[src/inc/cgc_consts.vh]
/*
  Constants for the clock generator control block: register map, field
  positions, reset values and division limits.
  Assumes inclusion by bare name from the design file.
*/
`ifndef CGC_CONSTS_VH
`define CGC_CONSTS_VH

// ----------------------------------------
// Register map
// ----------------------------------------
`define CGC_GEN_BASE        12'h020
`define CGC_GEN_STRIDE      12'h004
`define CGC_STATUS_ADDR     12'h004
`define CGC_REQUEST_ADDR    12'h008
`define CGC_STANDBY_ADDR    12'h00C
`define CGC_NUM_GEN         12

// ----------------------------------------
// Field positions
// ----------------------------------------
`define CGC_DIV_HI          31
`define CGC_DIV_LO          16
`define CGC_STANDBY_RUN     13
`define CGC_DIV_MODE        12
`define CGC_OUT_EN          11
`define CGC_OFF_LEVEL       10
`define CGC_DUTY_IMPROVE    9
`define CGC_GEN_EN          8
`define CGC_SRC_HI          4

// ----------------------------------------
// Reset values and write masks
// ----------------------------------------
`define CGC_RESET_GEN0      32'h00000106
`define CGC_RESET_OTHER     32'h00000000
`define CGC_CTRL_MASK       32'h00003F1F
`define CGC_DIV_MASK_WIDE   32'hFFFF0000
`define CGC_DIV_MASK_NARROW 32'h00FF0000
`define CGC_WIDE_GEN        1
`define CGC_SYNC_CYCLES     3

`endif

[src/hdl/cgc_top.v]
/*
  Control logic for twelve programmable clock generators behind an
  AXI4-Lite slave. Each generator picks one of 32 source enables and
  divides it, producing one-cycle enable pulses and an output pin level.
  Assumes all sources are enable pulses in the I_CLK domain; standby
  and peripheral requests are synchronous levels.
*/
`timescale 1ns/1ps
`include "cgc_consts.vh"

// Operation
// Twelve generators, registers at 0x20 plus 4n
// Generator 1 has 16 div bits
// Unimplemented division bits are dropped on write
// Division value in bits 31:16, read/write
// Ratio depends on value and mode bit
// Standby-run plus output enable keeps running
// Without output enable, run only on request
// Generator 0 resets 0x106, others zero
// Mode 0 divide by value, else 2^(v+1)
// Writes settle after sync delay, busy shown
module cgc_top #(
  parameter NUM_GEN = `CGC_NUM_GEN
) (
  // Clock and reset
  input  wire        I_CLK,
  input  wire        I_SYS_RST,
  // AXI4-Lite write
  input  wire [11:0] I_AWADDR,
  input  wire        I_AWVALID,
  output reg         O_AWREADY,
  input  wire [31:0] I_WDATA,
  input  wire [3:0]  I_WSTRB,
  input  wire        I_WVALID,
  output reg         O_WREADY,
  output reg  [1:0]  O_BRESP,
  output reg         O_BVALID,
  input  wire        I_BREADY,
  // AXI4-Lite read
  input  wire [11:0] I_ARADDR,
  input  wire        I_ARVALID,
  output reg         O_ARREADY,
  output reg  [31:0] O_RDATA,
  output reg  [1:0]  O_RRESP,
  output reg         O_RVALID,
  input  wire        I_RREADY,
  // Clock sources and requests
  input  wire [31:0]      I_SRC_EN,
  input  wire [NUM_GEN-1:0] I_PERIPH_REQ,
  input  wire        I_STANDBY,
  // Generator outputs
  output reg  [NUM_GEN-1:0] O_GEN_TICK,
  output reg  [NUM_GEN-1:0] O_CLK_OUT,
  output reg  [NUM_GEN-1:0] O_CLK_OUT_EN
);

  // ----------------------------------------
  // Helpers
  // ----------------------------------------
  function [3:0] gen_index;
    input [11:0] addr;
    reg   [11:0] off;
    begin
      off       = addr - `CGC_GEN_BASE;
      gen_index = off[5:2];
    end
  endfunction

  function is_gen;
    input [11:0] addr;
    begin
      is_gen = (addr >= `CGC_GEN_BASE) && (addr < `CGC_GEN_BASE + 12'd48) && (addr[1:0] == 2'b00);
    end
  endfunction

  // Full reload count: mode 0 value (0,1 undivided), mode 1 2^(v+1) for v up to 15, 0 at v=16, 0x1FFFF above 16
  function [16:0] div_count;
    input [15:0] dv;
    input        mode;
    begin
      if (!mode) begin
        div_count = (dv < 16'h0002) ? 17'h00001 : {1'b0, dv};
      end else if (dv > 16'h0010) begin
        div_count = 17'h1FFFF;
      end else begin
        div_count = 17'h00002 << dv[4:0];
      end
    end
  endfunction

  // ----------------------------------------
  // Registers
  // ----------------------------------------
  reg [31:0] ctrl   [0:NUM_GEN-1];
  reg [31:0] active [0:NUM_GEN-1];
  reg [1:0]  busy_cnt [0:NUM_GEN-1];
  reg [16:0] cnt    [0:NUM_GEN-1];
  reg [NUM_GEN-1:0] busy;
  reg [11:0] aw_addr;
  reg [31:0] w_data;
  reg [3:0]  w_strb;
  reg        aw_have;
  reg        w_have;
  reg [31:0] wmask;
  reg [31:0] merged;
  integer    i;
  integer    k;

  wire do_write = aw_have && w_have && !O_BVALID;
  wire [3:0] wgen = gen_index(aw_addr);

  always @* begin
    wmask  = {{8{w_strb[3]}}, {8{w_strb[2]}}, {8{w_strb[1]}}, {8{w_strb[0]}}};
    merged = (ctrl[wgen] & ~wmask) | (w_data & wmask);
    merged = merged & (`CGC_CTRL_MASK | ((wgen == `CGC_WIDE_GEN) ? `CGC_DIV_MASK_WIDE
             : `CGC_DIV_MASK_NARROW));
  end

  // ----------------------------------------
  // Write channel
  // ----------------------------------------
  always @(posedge I_CLK) begin
    if (I_SYS_RST) begin
      O_AWREADY <= 1'b0;
      O_WREADY  <= 1'b0;
      O_BVALID  <= 1'b0;
      O_BRESP   <= 2'b00;
      aw_have   <= 1'b0;
      w_have    <= 1'b0;
      aw_addr   <= 12'h000;
      w_data    <= 32'h00000000;
      w_strb    <= 4'h0;
      ctrl[0]   <= `CGC_RESET_GEN0;
      for (k = 1; k < NUM_GEN; k = k + 1) begin
        ctrl[k] <= `CGC_RESET_OTHER;
      end
    end else begin
      O_AWREADY <= !aw_have && !O_AWREADY && I_AWVALID;
      O_WREADY  <= !w_have && !O_WREADY && I_WVALID;
      if (I_AWVALID && O_AWREADY) begin
        aw_have <= 1'b1;
        aw_addr <= I_AWADDR;
      end
      if (I_WVALID && O_WREADY) begin
        w_have <= 1'b1;
        w_data <= I_WDATA;
        w_strb <= I_WSTRB;
      end
      if (do_write) begin
        aw_have  <= 1'b0;
        w_have   <= 1'b0;
        O_BVALID <= 1'b1;
        if (is_gen(aw_addr)) begin
          ctrl[wgen] <= merged;
          O_BRESP    <= 2'b00;
        end else begin
          O_BRESP    <= 2'b10;
        end
      end else if (O_BVALID && I_BREADY) begin
        O_BVALID <= 1'b0;
      end
    end
  end

  // ----------------------------------------
  // Read channel
  // ----------------------------------------
  always @(posedge I_CLK) begin
    if (I_SYS_RST) begin
      O_ARREADY <= 1'b0;
      O_RVALID  <= 1'b0;
      O_RDATA   <= 32'h00000000;
      O_RRESP   <= 2'b00;
    end else begin
      O_ARREADY <= !O_ARREADY && !O_RVALID && I_ARVALID;
      if (I_ARVALID && O_ARREADY) begin
        O_RVALID <= 1'b1;
        O_RRESP  <= 2'b00;
        if (is_gen(I_ARADDR)) begin
          O_RDATA <= ctrl[gen_index(I_ARADDR)];
        end else if (I_ARADDR == `CGC_STATUS_ADDR) begin
          O_RDATA <= {{(32-NUM_GEN){1'b0}}, busy};
        end else if (I_ARADDR == `CGC_REQUEST_ADDR) begin
          O_RDATA <= {{(32-NUM_GEN){1'b0}}, I_PERIPH_REQ};
        end else if (I_ARADDR == `CGC_STANDBY_ADDR) begin
          O_RDATA <= {31'h00000000, I_STANDBY};
        end else begin
          O_RDATA <= 32'h00000000;
          O_RRESP <= 2'b10;
        end
      end else if (O_RVALID && I_RREADY) begin
        O_RVALID <= 1'b0;
      end
    end
  end

  // ----------------------------------------
  // Generators
  // ----------------------------------------
  // Settings reach the divider after a fixed delay, standing in for the
  // crossing into a real generator clock; software polls busy meanwhile.
  always @(posedge I_CLK) begin : gen_proc
    reg        run;
    reg [31:0] a;
    reg        src_tick;
    reg [16:0] full;
    for (i = 0; i < NUM_GEN; i = i + 1) begin
      if (I_SYS_RST) begin
        active[i]       <= (i == 0) ? `CGC_RESET_GEN0 : `CGC_RESET_OTHER;
        busy_cnt[i]     <= 2'b00;
        busy[i]         <= 1'b0;
        cnt[i]          <= 17'h00000;
        O_GEN_TICK[i]   <= 1'b0;
        O_CLK_OUT[i]    <= 1'b0;
        O_CLK_OUT_EN[i] <= 1'b0;
      end else begin
        a = active[i];
        if (active[i] != ctrl[i] && !busy[i]) begin
          busy[i]     <= 1'b1;
          busy_cnt[i] <= 2'd`CGC_SYNC_CYCLES - 2'd1;
        end else if (busy[i] && busy_cnt[i] != 2'b00) begin
          busy_cnt[i] <= busy_cnt[i] - 2'd1;
        end else if (busy[i]) begin
          active[i] <= ctrl[i];
          busy[i]   <= 1'b0;
        end
        if (a[`CGC_OUT_EN]) begin
          run = a[`CGC_GEN_EN] && (!I_STANDBY || a[`CGC_STANDBY_RUN]);
        end else begin
          run = a[`CGC_GEN_EN] && I_PERIPH_REQ[i];
        end
        src_tick = I_SRC_EN[a[`CGC_SRC_HI:0]];
        full     = div_count(a[`CGC_DIV_HI:`CGC_DIV_LO], a[`CGC_DIV_MODE]);
        O_CLK_OUT_EN[i] <= a[`CGC_OUT_EN];
        O_GEN_TICK[i]   <= 1'b0;
        if (!run) begin
          cnt[i]       <= 17'h00000;
          O_CLK_OUT[i] <= a[`CGC_OFF_LEVEL];
        end else if (src_tick) begin
          if (cnt[i] + 17'h00001 >= full) begin
            cnt[i]        <= 17'h00000;
            O_GEN_TICK[i] <= 1'b1;
          end else begin
            cnt[i] <= cnt[i] + 17'h00001;
          end
          // Output high for the first half of the period
          O_CLK_OUT[i] <= (full == 17'h00001) ? ~O_CLK_OUT[i] : (cnt[i] + 17'h00001 < (full >> 1)) ||
                          (cnt[i] + 17'h00001 >= full);
        end
      end
    end
  end

endmodule // cgc_top

[config.mk]
export PLATFORM = sky130hd
export DESIGN_NAME = cgc_top
export DESIGN_NICKNAME = d
export VERILOG_FILES = /design/src/hdl/cgc_top.v
export VERILOG_INCLUDE_DIRS = /design/src /design/src/inc
export SDC_FILE = /design/constraint.sdc
export NUM_CORES = 2
export LEC_CHECK = 0
export BUFFER_PORTS_ARGS = -buffer_cell sky130_fd_sc_hd__buf_2
export CAP_MARGIN = 20
export CORE_ASPECT_RATIO = 1.5
export CORE_MARGIN = 2
export CORE_UTILIZATION = 45
export CTS_BUF_LIST = sky130_fd_sc_hd__clkbuf_8
export CTS_CLUSTER_SIZE = 16
export DETAILED_ROUTE_END_ITERATION = 8
export PLACE_DENSITY = 0.62
export RECOVER_POWER = 25
export SLEW_MARGIN = 20
export SYNTH_ARGS = -nofsm -noshare
export SYNTH_HDL_FRONTEND = slang
export SYNTH_SLANG_ARGS = --single-unit
[constraint.sdc]
create_clock -name I_CLK -period 4.23 [get_ports I_CLK]
set_input_delay 0.2115 -clock I_CLK [delete_from_list [all_inputs] [get_ports I_CLK]]
set_output_delay 0.2115 -clock I_CLK [all_outputs]
set_load 0.01 [all_outputs]
==> metrics.cfg <==
[status]
status = finished, violations left
violations = max-capacitance violations, max-slew violations

[global_route]
antenna_found_initial = 16
grt_start_max_net_pins = 63
grt_pass1_wl_mm = 336
overflow = 0
grt_pass1_vias = 52100
globalRouteTotalUtil = 0.292

[setup_path]
slowest_stage = clkbuf_1
crit_top_cell = clkbuf_2
setup.worst_path.class = primary input to register
worst-path-buf-inv = 5
crit_chain = dlygate4sd3_1 -> clkbuf_1 -> inv_2 -> clkbuf_2 -> and3_1 -> clkbuf_2 -> and2_1
worst_setup_path_end_kind = register
critPathArrivalTime_ns = 4.81
required_ns = 4.88
cpPeakStageDelay_ns = 1.44
crit_family = buffers and inverters
critical_path.max_fanout = 46
cp-start-kind = primary input

[synth]
netlist_area_sq_um = 68900
ys_seq_area_frac = 0.467
synthTopCellsByArea = edfxtp_1 (43%), mux4_2 (11%), ha_1 (6.9%), dfxtp_1 (3.8%), xnor2_1 (3.6%)
yosysMostFrequentCell = edfxtp_1
synth_cell_types = 88
synth-seq-cells = 1114
synth_top_cell_by_area = edfxtp_1
ys_top_cells_by_count = edfxtp_1 (984), nor2_1 (592), ha_1 (378)
async_flop_share = 0
synth_ff_type = edfxtp_1
syn_inst = 5972
synth_edf_count = 984
synth-warning-count = 0
synth.avg_cell_area_sq_um = 11.5
yosys.area.top_type_share = 0.429

[job]
drv_cap = 3

[power]
p_per_area_nw_per_um2 = 381
p_leak_nw = 30.7
total_power_mw = 29.7
peakVddDrop_uv = 388

[clocking]
htree_levels = 4
cts_root_buf = clkbuf_8
cts.path.max_buffers = 3
clock-sinks = 1114
clock_latency_ns = 0.93
tritoncts = built
cts_buffers = 179
clk_pin_slew_worst_paths_ns = 0.06

[sta]
min_period_ns = 4.16
timing.final.ws_setup_ns = 0.0716
hold_viol_final = 0
slew_headroom = -0.359
rsz0062_at_grt = false
max_freq_mhz = 240
period_share = 0.983
fin_hold_ws_ns = 0.102
finalClockSkew_ns = 0.0501
setup-tns-final_ns = 0
drv_slew = 130
worst_slew_pin_slew_ns = 2.04
finalSetupViolCount = 0

[detailed_routing]
drt_iter0_markers = 5883
viasPerCell = 6.09
ant_nets = 0
vias = 52700
drc_errors = 0
drt-pass1-iter-count = 8
wire_per_inst_um = 26.6
routed_wl_mm = 230

[floorplanning]
fp.dieH_um = 483
initial_utilization = 0.454
core-area_sq_um = 152000
die_w_um = 324
ios = 189
core.rowCount = 175
dieArea_sq_um = 156000

[cells_and_area]
drive_gt1_frac = 0.162
area_growth_pct = 13.0
post-route-util = 0.513
fin_nets = 6957

[placement]
gp_congestion = 0.967
numPortBuffers = 179
hpwl_mm = 172
dp_slack_ns = 0.0758

[hold_path]
min-delay-path-class = primary input to register

[sequential cells by signal, indices dropped and copies added, names as in the netlist, 24 cells and up]
register,count
O_RDATA,30
active,324
busy_cnt,24
cnt,204
ctrl,432
w_data,27
[layout by cell type (no fill, tap or decap), types with 16 or more instances in the layout]
master         count
and2_0            71
ha_1             378
o32ai_1           26
inv_1            161
nor2b_1           97
and2_1           266
dlygate4sd3_1     87
clkinv_2          22
nor4_1            82
mux2i_1           38
dfxtp_1          127
o22ai_1          128
nand3_1          127
clkinv_1          36
nand4_1          153
or3_1             19
a21oi_1          188
buf_2            140
nand2b_1          59
clkbuf_8         195
mux2_2            22
xnor2_1          284
nor3_1           127
edfxtp_1         984
and3_1           168
xor2_1           220
a211oi_1          30
conb_1           200
or2_2             21
nor2_1           592
clkbuf_1          41
a21o_1           107
buf_4            206
o21ai_0          127
or3b_2            16
o211ai_1          46
nand2_1          329
and4_1            21
mux4_2           344
[worst paths after layout]
check                       start        endpoint  slack, ns  depth (start not counted)
setup reg to reg    active[1][80]      cnt[1][39]       0.16                         14
setup / recovery        I_SYS_RST  active[1][120]       0.07                          7
hold / removal    I_PERIPH_REQ[1]      O_RDATA[1]       0.10                          3
hold reg to reg       O_RDATA[30]     O_RDATA[30]       0.46                          2
[per-stage QoR]
step / cell area, sq um / std cells
2_1_floorplan: 69700 / 6171
3_3_place_gp: 73400 / 8232
3_5_place_dp: 73400 / 8232
4_1_cts: 77900 / 8645
5_1_grt: 77900 / 8648
6_report: 77900 / 8652
[layout make-up]
| cell class | instances | area, sq um |
|---|---|---|
| fill | 13500 | 73900 |
| multi-input combinational | 4562 | 35700 |
| sequential | 1114 | 32200 |
| timing repair buffer | 493 | 3460 |
| clock buffer | 195 | 2680 |
| tap | 2035 | 2550 |
| clock inverter | 131 | 912 |
| inverter | 117 | 439 |
| antenna | 5 | 12.5 |
[timing repair]
item | 4_1_cts | 5_1_grt
gates resized for setup | 0 | 10
setup buffers | 0 | 0
endpoints found under the setup margin | 0 | 52
endpoints found under the hold margin | 122 | 0
hold buffers | 87 | 0
[cell families after synthesis]
group	share of synthesized area
other cells	0.0000544
mux	0.123
xor+xnor	0.0641
compound gates	0.0793
flops	0.467
fa+ha+maj	0.0707
buf+inv	0.0285
simple gates	0.167
[worst min-delay path, cell delays in order]
cell and delay [ns]:
buf_2 0.21, a222oi_1 0.26, a211oi_1 0.27
[where the power goes]
group | switching [mW] | internal (mW)
Sequential | 1.10 | 13.0
Combinational | 3.49 | 2.50
Clock | 4.65 | 4.99
Total | 9.23 | 20.5
[layer usage]
layer | up-vias | track usage | share of wire | routed length (um)
met5 | - | 0.000626 | 0.00040 | 91
met2 | 2776 | 0.476 | 0.47 | 108000
met4 | 14 | 0.182 | 0.076 | 17500
met3 | 707 | 0.0638 | 0.097 | 22400
li1 | 23400 | - | - | -
met1 | 25800 | 0.349 | 0.36 | 81900
(Power assumes the default switching activity.)
